### src/mioc_consts.svh
// constants of the motion i/o command handler: offsets, codes, fields
`ifndef MIOC_CONSTS_SVH
`define MIOC_CONSTS_SVH

// apb register byte offsets
`define MIOC_OFS_CMD_HDR   8'h00
`define MIOC_OFS_CMD_VAL   8'h04
`define MIOC_OFS_CMD_SUM   8'h08
`define MIOC_OFS_CTRL      8'h0C
`define MIOC_OFS_STATUS    8'h10
`define MIOC_OFS_RPL_HDR   8'h14
`define MIOC_OFS_RPL_VAL   8'h18
`define MIOC_OFS_RPL_SUM   8'h1C
`define MIOC_OFS_ACCU      8'h20
`define MIOC_OFS_IO_STATE  8'h24

// control and status bit positions
`define MIOC_CTRL_GO_BIT      0
`define MIOC_CTRL_STANDALONE  1
`define MIOC_STAT_BUSY_BIT    0
`define MIOC_STAT_READY_BIT   1

// frame addresses (values arbitrary)
`define MIOC_MODULE_ADDR  8'h01
`define MIOC_HOST_ADDR    8'h02

// instruction codes
`define MIOC_OP_RESTORE   8'h0C
`define MIOC_OP_REFSRCH   8'h0D
`define MIOC_OP_SETOUT    8'h0E
`define MIOC_OP_GETIO     8'h0F

// reply status codes
`define MIOC_ST_OK        8'h64
`define MIOC_ST_BAD_SUM   8'h01
`define MIOC_ST_BAD_CMD   8'h02
`define MIOC_ST_BAD_TYPE  8'h03
`define MIOC_ST_BAD_VAL   8'h04

// banks, ports, search sub-commands
`define MIOC_BANK_DIN     8'h00
`define MIOC_BANK_AIN     8'h01
`define MIOC_BANK_USER    8'h02
`define MIOC_PORT_ALL     8'hFF
`define MIOC_PORT_LAST    8'h03
`define MIOC_RFS_START    8'h00
`define MIOC_RFS_STOP     8'h01
`define MIOC_RFS_STATUS   8'h02
`define MIOC_AXIS_LAST    8'h02
`define MIOC_VAL_FROM_ACC 32'hFFFFFFFF
`define MIOC_USER_LAST    8'hFF

`endif

### src/mioc_pkg.sv
// types of the motion i/o command handler
package mioc_pkg;
  typedef enum logic [4:0] {
    ST_BOOT  = 5'b00001,
    ST_SWEEP = 5'b00010,
    ST_IDLE  = 5'b00100,
    ST_EXEC  = 5'b01000,
    ST_NVM   = 5'b10000
  } mioc_state_t;
  typedef logic [31:0] mioc_word_t;
  typedef logic [7:0]  mioc_byte_t;
  typedef logic [3:0]  mioc_gpio_t;
  typedef logic [2:0]  mioc_axis_t;
endpackage

### src/mioc_handler.sv
// motion i/o command handler: apb-fed frame decoder for restore, search, output and input commands
`timescale 1ns/10ps
`include "mioc_consts.svh"

// Functional notes
// - code 12 reloads the user variable picked by type and bank; value ignored
// - code 13 on a motor: type 0 starts, 1 stops, 2 queries reference search
// - search query returns 0 when idle, nonzero while search runs
// - code 14 drives the selected output to value 0 or 1
// - four settable outputs, ports 0 to 3, in bank 2
// - output port 255 sets all outputs at once from value bits
// - output value -1 means take the value from the accumulator
// - code 15 reads the line picked by port and bank; banks 0, 1, 2 valid
// - digital reads give 0 or 1; analog reads give 16-bit unsigned result
// - in standalone mode the input read lands in the accumulator
// - in direct mode the input read of ports 0 to 3 goes only to the reply value
// - bank 0 gives the digital levels of inputs 0 to 3
// - bank 1 gives the analog values of inputs 0 to 3
// - each input readable both as digital level and analog value
// - port 255 in bank 0 captures all inputs as a bit vector into accumulator
// - bank 2 reads return the driven state of each output
// - after power up all user variables reload unless disabled
// - bank 2 selects the user variables for restore
module mioc_handler (
  input  wire logic                 pclk,              // apb clock
  input  wire logic                 presetn,           // async reset, low active
  input  wire logic [11:0]          paddr,             // apb byte address
  input  wire logic                 psel,              // apb select
  input  wire logic                 penable,           // apb access phase
  input  wire logic                 pwrite,            // apb direction
  input  wire mioc_pkg::mioc_word_t pwdata,            // apb write data
  output mioc_pkg::mioc_word_t      prdata,            // apb read data
  output logic                      pready,            // apb ready
  output logic                      pslverr,           // apb error
  input  wire mioc_pkg::mioc_gpio_t gp_input,          // digital levels of inputs
  input  wire logic [63:0]          adc_value,         // four 16-bit conversions
  output mioc_pkg::mioc_gpio_t      gp_output,         // driven outputs
  output mioc_pkg::mioc_axis_t      rfs_start,         // per-axis search start pulse
  output mioc_pkg::mioc_axis_t      rfs_stop,          // per-axis search stop pulse
  input  wire mioc_pkg::mioc_axis_t rfs_active,        // per-axis search running
  output logic                      nvm_restore_req,   // reload request, held until ack
  output mioc_pkg::mioc_byte_t      nvm_restore_index, // user variable index
  input  wire logic                 nvm_restore_ack,   // reload done
  input  wire logic                 auto_restore_en    // reload all after reset
);
  import mioc_pkg::*;

  ////////////////////////////////////////////////////////////////////////////
  // state

  mioc_state_t state_q, state_d;
  mioc_word_t  cmd_hdr_q, cmd_hdr_d;
  mioc_word_t  cmd_val_q, cmd_val_d;
  mioc_byte_t  cmd_sum_q, cmd_sum_d;
  logic        standalone_q, standalone_d;
  logic        ready_q, ready_d;
  mioc_byte_t  rpl_status_q, rpl_status_d;
  mioc_byte_t  rpl_op_q, rpl_op_d;
  mioc_word_t  rpl_val_q, rpl_val_d;
  mioc_byte_t  rpl_sum_q, rpl_sum_d;
  mioc_word_t  acc_q, acc_d;
  mioc_gpio_t  out_q, out_d;
  mioc_axis_t  start_q, start_d;
  mioc_axis_t  stop_q, stop_d;
  logic        req_q, req_d;
  mioc_byte_t  idx_q, idx_d;

  logic [15:0] adc_ch [4];
  logic        wr_en;
  logic        rd_en;
  logic        busy;
  logic        ready_clr;
  mioc_byte_t  f_target;
  mioc_byte_t  f_op;
  mioc_byte_t  f_type;
  mioc_byte_t  f_bank;
  mioc_byte_t  f_sum;
  logic        port_ok;
  logic        axis_ok;
  mioc_word_t  set_val;

  function automatic mioc_byte_t sum4(input mioc_word_t w);
    sum4 = mioc_byte_t'(w[31:24] + w[23:16] + w[15:8] + w[7:0]);
  endfunction

  ////////////////////////////////////////////////////////////////////////////
  // frame fields and input unpacking

  for (genvar g = 0; g < 4; g++)
  begin : g_adc
    assign adc_ch[g] = adc_value[g*16 +: 16];
  end

  // field order of the command frame
  assign f_target = cmd_hdr_q[31:24];
  assign f_op     = cmd_hdr_q[23:16];
  assign f_type   = cmd_hdr_q[15:8];
  assign f_bank   = cmd_hdr_q[7:0];
  assign f_sum    = mioc_byte_t'(sum4(cmd_hdr_q) + sum4(cmd_val_q));
  assign port_ok  = (f_type <= `MIOC_PORT_LAST);
  assign axis_ok  = (f_bank <= `MIOC_AXIS_LAST);
  assign set_val  = (cmd_val_q == `MIOC_VAL_FROM_ACC) ? acc_q : cmd_val_q;

  assign wr_en   = psel && penable && pwrite;
  assign rd_en   = psel && penable && !pwrite;
  // software clear of the reply flag; a reply set in the same cycle wins
  assign ready_clr = wr_en && (paddr == {4'h0, `MIOC_OFS_STATUS}) && pwdata[`MIOC_STAT_READY_BIT];
  assign busy    = (state_q != ST_IDLE);
  assign pready  = 1'b1;

  ////////////////////////////////////////////////////////////////////////////
  // apb read path

  always_comb
  begin
    prdata  = '0;
    pslverr = 1'b0;
    case (paddr[7:0])
      `MIOC_OFS_CMD_HDR:  prdata = cmd_hdr_q;
      `MIOC_OFS_CMD_VAL:  prdata = cmd_val_q;
      `MIOC_OFS_CMD_SUM:  prdata = {24'h000000, cmd_sum_q};
      `MIOC_OFS_CTRL:     prdata[`MIOC_CTRL_STANDALONE] = standalone_q;
      `MIOC_OFS_STATUS:
      begin
        prdata[`MIOC_STAT_BUSY_BIT]  = busy;
        prdata[`MIOC_STAT_READY_BIT] = ready_q;
      end
      `MIOC_OFS_RPL_HDR:  prdata = {`MIOC_HOST_ADDR, `MIOC_MODULE_ADDR, rpl_status_q, rpl_op_q};
      `MIOC_OFS_RPL_VAL:  prdata = rpl_val_q;
      `MIOC_OFS_RPL_SUM:  prdata = {24'h000000, rpl_sum_q};
      `MIOC_OFS_ACCU:     prdata = acc_q;
      `MIOC_OFS_IO_STATE: prdata = {24'h000000, gp_input, out_q};
      default:            pslverr = psel && penable;
    endcase
    if (paddr[11:8] != 4'h0)
    begin
      pslverr = psel && penable;
      prdata  = '0;
    end
    if (!rd_en)
    begin
      prdata = '0;
    end
  end

  ////////////////////////////////////////////////////////////////////////////
  // next state: register writes, power-up reload, command execution

  always_comb
  begin
    state_d      = state_q;
    cmd_hdr_d    = cmd_hdr_q;
    cmd_val_d    = cmd_val_q;
    cmd_sum_d    = cmd_sum_q;
    standalone_d = standalone_q;
    ready_d      = ready_q;
    rpl_status_d = rpl_status_q;
    rpl_op_d     = rpl_op_q;
    rpl_val_d    = rpl_val_q;
    acc_d        = acc_q;
    out_d        = out_q;
    start_d      = '0;
    stop_d       = '0;
    req_d        = req_q;
    idx_d        = idx_q;

    if (wr_en && (paddr[11:8] == 4'h0))
    begin
      case (paddr[7:0])
        `MIOC_OFS_CMD_HDR: if (!busy) cmd_hdr_d = pwdata;
        `MIOC_OFS_CMD_VAL: if (!busy) cmd_val_d = pwdata;
        `MIOC_OFS_CMD_SUM: if (!busy) cmd_sum_d = pwdata[7:0];
        `MIOC_OFS_CTRL:    standalone_d = pwdata[`MIOC_CTRL_STANDALONE];
        `MIOC_OFS_STATUS:  if (pwdata[`MIOC_STAT_READY_BIT]) ready_d = 1'b0;
        `MIOC_OFS_ACCU:    acc_d = pwdata;
        default:           ;
      endcase
    end

    case (state_q)
      ST_BOOT:
      begin
        idx_d = '0;
        req_d = auto_restore_en;
        state_d = auto_restore_en ? ST_SWEEP : ST_IDLE;
      end
      ST_SWEEP:
      begin
        if (nvm_restore_ack)
        begin
          if (idx_q == `MIOC_USER_LAST)
          begin
            req_d   = 1'b0;
            state_d = ST_IDLE;
          end
          else
          begin
            idx_d = mioc_byte_t'(idx_q + 8'h01);
          end
        end
      end
      ST_IDLE:
      begin
        if (wr_en && (paddr == {4'h0, `MIOC_OFS_CTRL}) && pwdata[`MIOC_CTRL_GO_BIT])
        begin
          state_d = ST_EXEC;
        end
      end
      ST_EXEC:
      begin
        state_d      = ST_IDLE;
        rpl_op_d     = f_op;
        rpl_status_d = `MIOC_ST_OK;
        rpl_val_d    = '0;
        ready_d      = 1'b1;
        if (f_target != `MIOC_MODULE_ADDR)
        begin
          ready_d = ready_q && !ready_clr;
        end
        else if (f_sum != cmd_sum_q)
        begin
          rpl_status_d = `MIOC_ST_BAD_SUM;
        end
        else
        begin
          case (f_op)
            `MIOC_OP_RESTORE:
            begin
              if (f_bank == `MIOC_BANK_USER)
              begin
                idx_d   = f_type;
                req_d   = 1'b1;
                ready_d = ready_q && !ready_clr;
                state_d = ST_NVM;
              end
              else
              begin
                rpl_status_d = `MIOC_ST_BAD_VAL;
              end
            end
            `MIOC_OP_REFSRCH:
            begin
              if (!axis_ok)
              begin
                rpl_status_d = `MIOC_ST_BAD_VAL;
              end
              else if (f_type == `MIOC_RFS_START)
              begin
                start_d[f_bank[1:0]] = 1'b1;
              end
              else if (f_type == `MIOC_RFS_STOP)
              begin
                stop_d[f_bank[1:0]] = 1'b1;
              end
              else if (f_type == `MIOC_RFS_STATUS)
              begin
                rpl_val_d = {31'h00000000, rfs_active[f_bank[1:0]]};
              end
              else
              begin
                rpl_status_d = `MIOC_ST_BAD_TYPE;
              end
            end
            `MIOC_OP_SETOUT:
            begin
              if (f_bank != `MIOC_BANK_USER)
              begin
                rpl_status_d = `MIOC_ST_BAD_VAL;
              end
              else if (f_type == `MIOC_PORT_ALL)
              begin
                out_d = set_val[3:0];
              end
              else if (port_ok)
              begin
                out_d[f_type[1:0]] = set_val[0];
              end
              else
              begin
                rpl_status_d = `MIOC_ST_BAD_TYPE;
              end
            end
            `MIOC_OP_GETIO:
            begin
              if ((f_bank == `MIOC_BANK_DIN) && (f_type == `MIOC_PORT_ALL))
              begin
                rpl_val_d = {28'h0000000, gp_input};
                acc_d     = {28'h0000000, gp_input};
              end
              else if (!port_ok)
              begin
                rpl_status_d = `MIOC_ST_BAD_TYPE;
              end
              else
              begin
                case (f_bank)
                  `MIOC_BANK_DIN:  rpl_val_d = {31'h00000000, gp_input[f_type[1:0]]};
                  `MIOC_BANK_AIN:  rpl_val_d = {16'h0000, adc_ch[f_type[1:0]]};
                  `MIOC_BANK_USER: rpl_val_d = {31'h00000000, out_q[f_type[1:0]]};
                  default:         rpl_status_d = `MIOC_ST_BAD_VAL;
                endcase
                if (standalone_q && (rpl_status_d == `MIOC_ST_OK))
                begin
                  acc_d = rpl_val_d;
                end
                // direct mode leaves the accumulator alone
              end
            end
            default: rpl_status_d = `MIOC_ST_BAD_CMD;
          endcase
        end
      end
      ST_NVM:
      begin
        if (nvm_restore_ack)
        begin
          req_d   = 1'b0;
          ready_d = 1'b1;
          state_d = ST_IDLE;
        end
      end
      default: state_d = ST_IDLE;
    endcase
  end

  // reply checksum over the eight leading bytes
  assign rpl_sum_d = mioc_byte_t'(`MIOC_HOST_ADDR + `MIOC_MODULE_ADDR + rpl_status_d + rpl_op_d
                                  + sum4(rpl_val_d));

  ////////////////////////////////////////////////////////////////////////////
  // registers

  always_ff @(posedge pclk or negedge presetn)
  begin
    if (!presetn)
    begin
      state_q      <= ST_BOOT;
      cmd_hdr_q    <= '0;
      cmd_val_q    <= '0;
      cmd_sum_q    <= '0;
      standalone_q <= 1'b0;
      ready_q      <= 1'b0;
      rpl_status_q <= '0;
      rpl_op_q     <= '0;
      rpl_val_q    <= '0;
      rpl_sum_q    <= '0;
      acc_q        <= '0;
      out_q        <= '0;
      start_q      <= '0;
      stop_q       <= '0;
      req_q        <= 1'b0;
      idx_q        <= '0;
    end
    else
    begin
      state_q      <= state_d;
      cmd_hdr_q    <= cmd_hdr_d;
      cmd_val_q    <= cmd_val_d;
      cmd_sum_q    <= cmd_sum_d;
      standalone_q <= standalone_d;
      ready_q      <= ready_d;
      rpl_status_q <= rpl_status_d;
      rpl_op_q     <= rpl_op_d;
      rpl_val_q    <= rpl_val_d;
      rpl_sum_q    <= rpl_sum_d;
      acc_q        <= acc_d;
      out_q        <= out_d;
      start_q      <= start_d;
      stop_q       <= stop_d;
      req_q        <= req_d;
      idx_q        <= idx_d;
    end
  end

  assign gp_output         = out_q;
  assign rfs_start         = start_q;
  assign rfs_stop          = stop_q;
  assign nvm_restore_req   = req_q;
  assign nvm_restore_index = idx_q;

endmodule

### config.mk
export PLATFORM = sky130hd
export DESIGN_NAME = mioc_handler
export DESIGN_NICKNAME = d
export VERILOG_FILES = /design/src/mioc_pkg.sv /design/src/mioc_handler.sv
export VERILOG_INCLUDE_DIRS = /design/src /design/src/src
export SDC_FILE = /design/constraint.sdc
export NUM_CORES = 1
export LEC_CHECK = 0
export BUFFER_PORTS_ARGS = -buffer_cell sky130_fd_sc_hd__buf_4
export CAP_MARGIN = 20
export CORE_ASPECT_RATIO = 0.6
export CORE_MARGIN = 2
export CORE_UTILIZATION = 27
export CTS_CLUSTER_DIAMETER = 100
export CTS_CLUSTER_SIZE = 25
export DETAILED_ROUTE_END_ITERATION = 8
export PLACE_DENSITY = 0.42
export SLEW_MARGIN = 20
export SYNTH_ARGS = -nofsm -noshare
export SYNTH_HDL_FRONTEND = slang
export SYNTH_SLANG_ARGS = --single-unit
export TNS_END_PERCENT = 100
### constraint.sdc
create_clock -name pclk -period 9.8 [get_ports pclk]
set_input_delay 0.49 -clock pclk [delete_from_list [all_inputs] [get_ports pclk]]
set_output_delay 0.49 -clock pclk [all_outputs]
set_load 0.05 [all_outputs]
==> impl_metrics.csv <==
group,metric,value,unit
run_status,status,"finished, final reports clean",
timing,fin_worst_skew,14.68,ps
logic_synthesis,synth_compound_area_frac,0.1451,
grt,grt_start_max_net_pins,69,
timing,fin_setup_tns,0,ps
timing,maxClockFrequency,110.1,MHz
floorplan,die_area,0.04585,mm^2
setup_path,critPathKind,"reg2reg",
cts,ctsResizeCount,0,
detailed_routing,ant_nets,0,
cts,clock_sinks,186,
layout,fin_util,0.3353,
cts,cts_buffers,17,
logic_synthesis,yosys_warnings,0,
detailed_routing,drc,0,
timing,slew_headroom,0.3558,
cts,cts.clk_slew.worst_paths,80,ps
logic_synthesis,synthMuxAreaShare,0.1298,
setup_path,slowest_delay,670,ps
floorplan,placementRows,59,
power,power_density,116.1,mW/mm^2
cts,cts_root_buf,"clkbuf_16",
grt,antenna_found_initial,1,
floorplan,die_w,275.1,um
run,maxCapViolCount,0,
detailed_routing,vias,9863,
logic_synthesis,synth_top_family_by_area,"compound AO/OA/AOI/OAI gates",
setup_path,cp.required,10140,ps
logic_synthesis,synth-edff-count,0,
grt,grt_use_total,0.2272,
floorplan,dieHeight,166.7,um
grt,grt_pass1_vias,10190,
timing,worst_pin_slew,966.3,ps
layout,final_area,0.01456,mm^2
logic_synthesis,yosysSeqAreaShare,0.3910,
setup_path,cp_common_cell,"fa_1",
cts,cts-htree-levels,4,
cts,clk_path_buf_depth,2,
logic_synthesis,synthesis.area,0.01191,mm^2
detailed_routing,routed_wl,51140,um
timing,setup_viol_count_final,0,
min_path,hp-class,"in2async",
cts,clk_latency,460,ps
grt,grt_overflow,0,
placed_design,hpwl,38820,um
timing,drv_slew,0,
logic_synthesis,synth_ff_type,"dfrtp_1",
power,leakage,6.463,nW
logic_synthesis,synth-simple-area-share,0.1180,
detailed_routing,wire_per_inst,27.26,um
timing,hold-worst-slack,37.57,ps
logic_synthesis,synthCells,1127,
logic_synthesis,synthXorXnorAreaFrac,0.03058,
setup_path,cpMaxStageDelayCell,"o31ai_1",
setup_path,critPathMaxFanout,9,
logic_synthesis,post_synth_num_cell_types,67,
layout,drive_above_1_share,0.2652,
power,max-vdd-ir-drop,0.1225,mV
timing,timing.final.crit_share,0.9272,
floorplan,floorplan.initialDensity,0.2743,
logic_synthesis,async_flop_share,1.000,
placed_design,placed_cell_area,0.01392,mm^2
timing,rsz0062_at_grt,"no",
grt,grt_pass1_wl,74220,um
timing,finalHoldViolCount,0,
placed_design,gp_congestion,0.9196,
cts,ctsHoldBuffers,0,
floorplan,ioPinCount,175,
cts,postCtsSetupRepairBufs,0,
logic_synthesis,syn_nets,1332,
logic_synthesis,synth_seq_cells,186,
layout,syn2layout_area_growth,22.23,%
setup_path,crit_path_start_kind,"register",
cts,cts_tree,"yes",
setup_path,crit_buf_inv,5,
layout,final_common_cell,"buf_4",
logic_synthesis,synthAdderAreaFrac,0.1288,
detailed_routing,dr.pass1.iters,6,
logic_synthesis,syn_avg_cell_area,10.57,um^2
setup_path,cp.arrival,9420,ps
timing,fin_crit,9087,ps
detailed_routing,drt-vias-per-instance,5.257,
floorplan,core_area,0.04341,mm^2
layout,n_antenna_cell,0,
layout,final_nets,1489,
setup_path,timing.critical_path.max_delay_family,"adder cells",
placed_design,portBuffers,173,
detailed_routing,first_iter_violations,814,
setup_path,end_kind,"register",
layout,final_cell_mix,"197 x buf_4, 184 x dfrtp_1, 109 x inv_1",
cell families after synthesis:
logic type	Yosys count
AND/OR/NAND/NOR	280
AO/OA/AOI/OAI	248
flip-flops	186
buffers and inverters	169
multiplexers	123
adder cells (fa/ha/maj)	83
XOR/XNOR	36
other	2
routing by layer:
metal / track usage / part of all wire / up-vias
met2: 0.2967 / 0.39 / 418
met3: 0.09257 / 0.11 / 30
met4: 0.04254 / 0.013 / 0
met5: 0 / 0 / -
li1: - / - / 4339
met1: 0.3457 / 0.49 / 5076
path summary, 6_finish.rpt:
kind / from / endpoint / slack [ps] / depth (start not counted)
max in group asynchronous: presetn / cmd_hdr_q[8] / 7610 / 3
worst min-delay path: presetn / acc_q[28] / 40 / 1
worst max register to register: cmd_hdr_q[16] / rpl_sum_q[7] / 710 / 29
worst max-delay path: cmd_hdr_q[16] / rpl_sum_q[7] / 710 / 29
worst min register to register: rpl_status_q[0] / rpl_status_q[0] / 510 / 1
min in group pclk: pwdata[29] / cmd_val_q[29] / 260 / 3
cell type report:
| type | count | area, um^2 |
|---|---|---|
| clock buffer | 19 | 442.9 |
| clock inverter | 13 | 188.9 |
| fill | 4467 | 28850 |
| inverter | 109 | 409.1 |
| multi-input combinational | 772 | 6640 |
| sequential | 186 | 4657 |
| tap | 579 | 724.4 |
| timing repair buffer | 198 | 1493 |
synth_stat cells, types with 15 or more instances:
library cell	n	area [um^2]
dfrtp_1	185	4629
inv_1	109	409.1
nand2_1	85	319.1
fa_1	66	1321
mux2_2	63	709.4
nor2_1	61	229.0
a22oi_1	55	412.9
a21oi_1	47	235.2
o21ai_0	47	235.2
clkbuf_1	46	172.7
mux2i_1	40	400.4
xnor2_1	24	210.2
and2_1	19	118.9
mux4_2	18	405.4
nor4_1	18	112.6
ha_1	17	212.7
nand4_1	16	100.1
nor3_1	15	75.07
flip-flops by register name, indices dropped and copies added (netlist names), 4 cells and up:
name and flops:
acc_q 32, cmd_hdr_q 32, cmd_val_q 32, rpl_val_q 32
cmd_sum_q 8, nvm_restore_index 8, rpl_op_q 8, rpl_status_q 8
rpl_sum_q 8, state_q 5, gp_output 4
per-stage QoR:
stage / std cells / worst slack [ps] / power (mW)
after floorplan: 1127 / 1138 / 0.8467
after global placement: 1844 / 961.8 / 0.9354
after detailed placement: 1844 / 885.5 / 0.9354
after CTS: 1876 / 859.5 / 1.706
after global routing: 1876 / 322.9 / 1.751
final: 1876 / 713.3 / 1.690
report_power, final:
part	switching (mW)	internal, mW
registers	0.00755	0.773
clock network	0.333	0.436
logic	0.0815	0.0586
total	0.423	1.27
(Power assumes the default switching activity.)
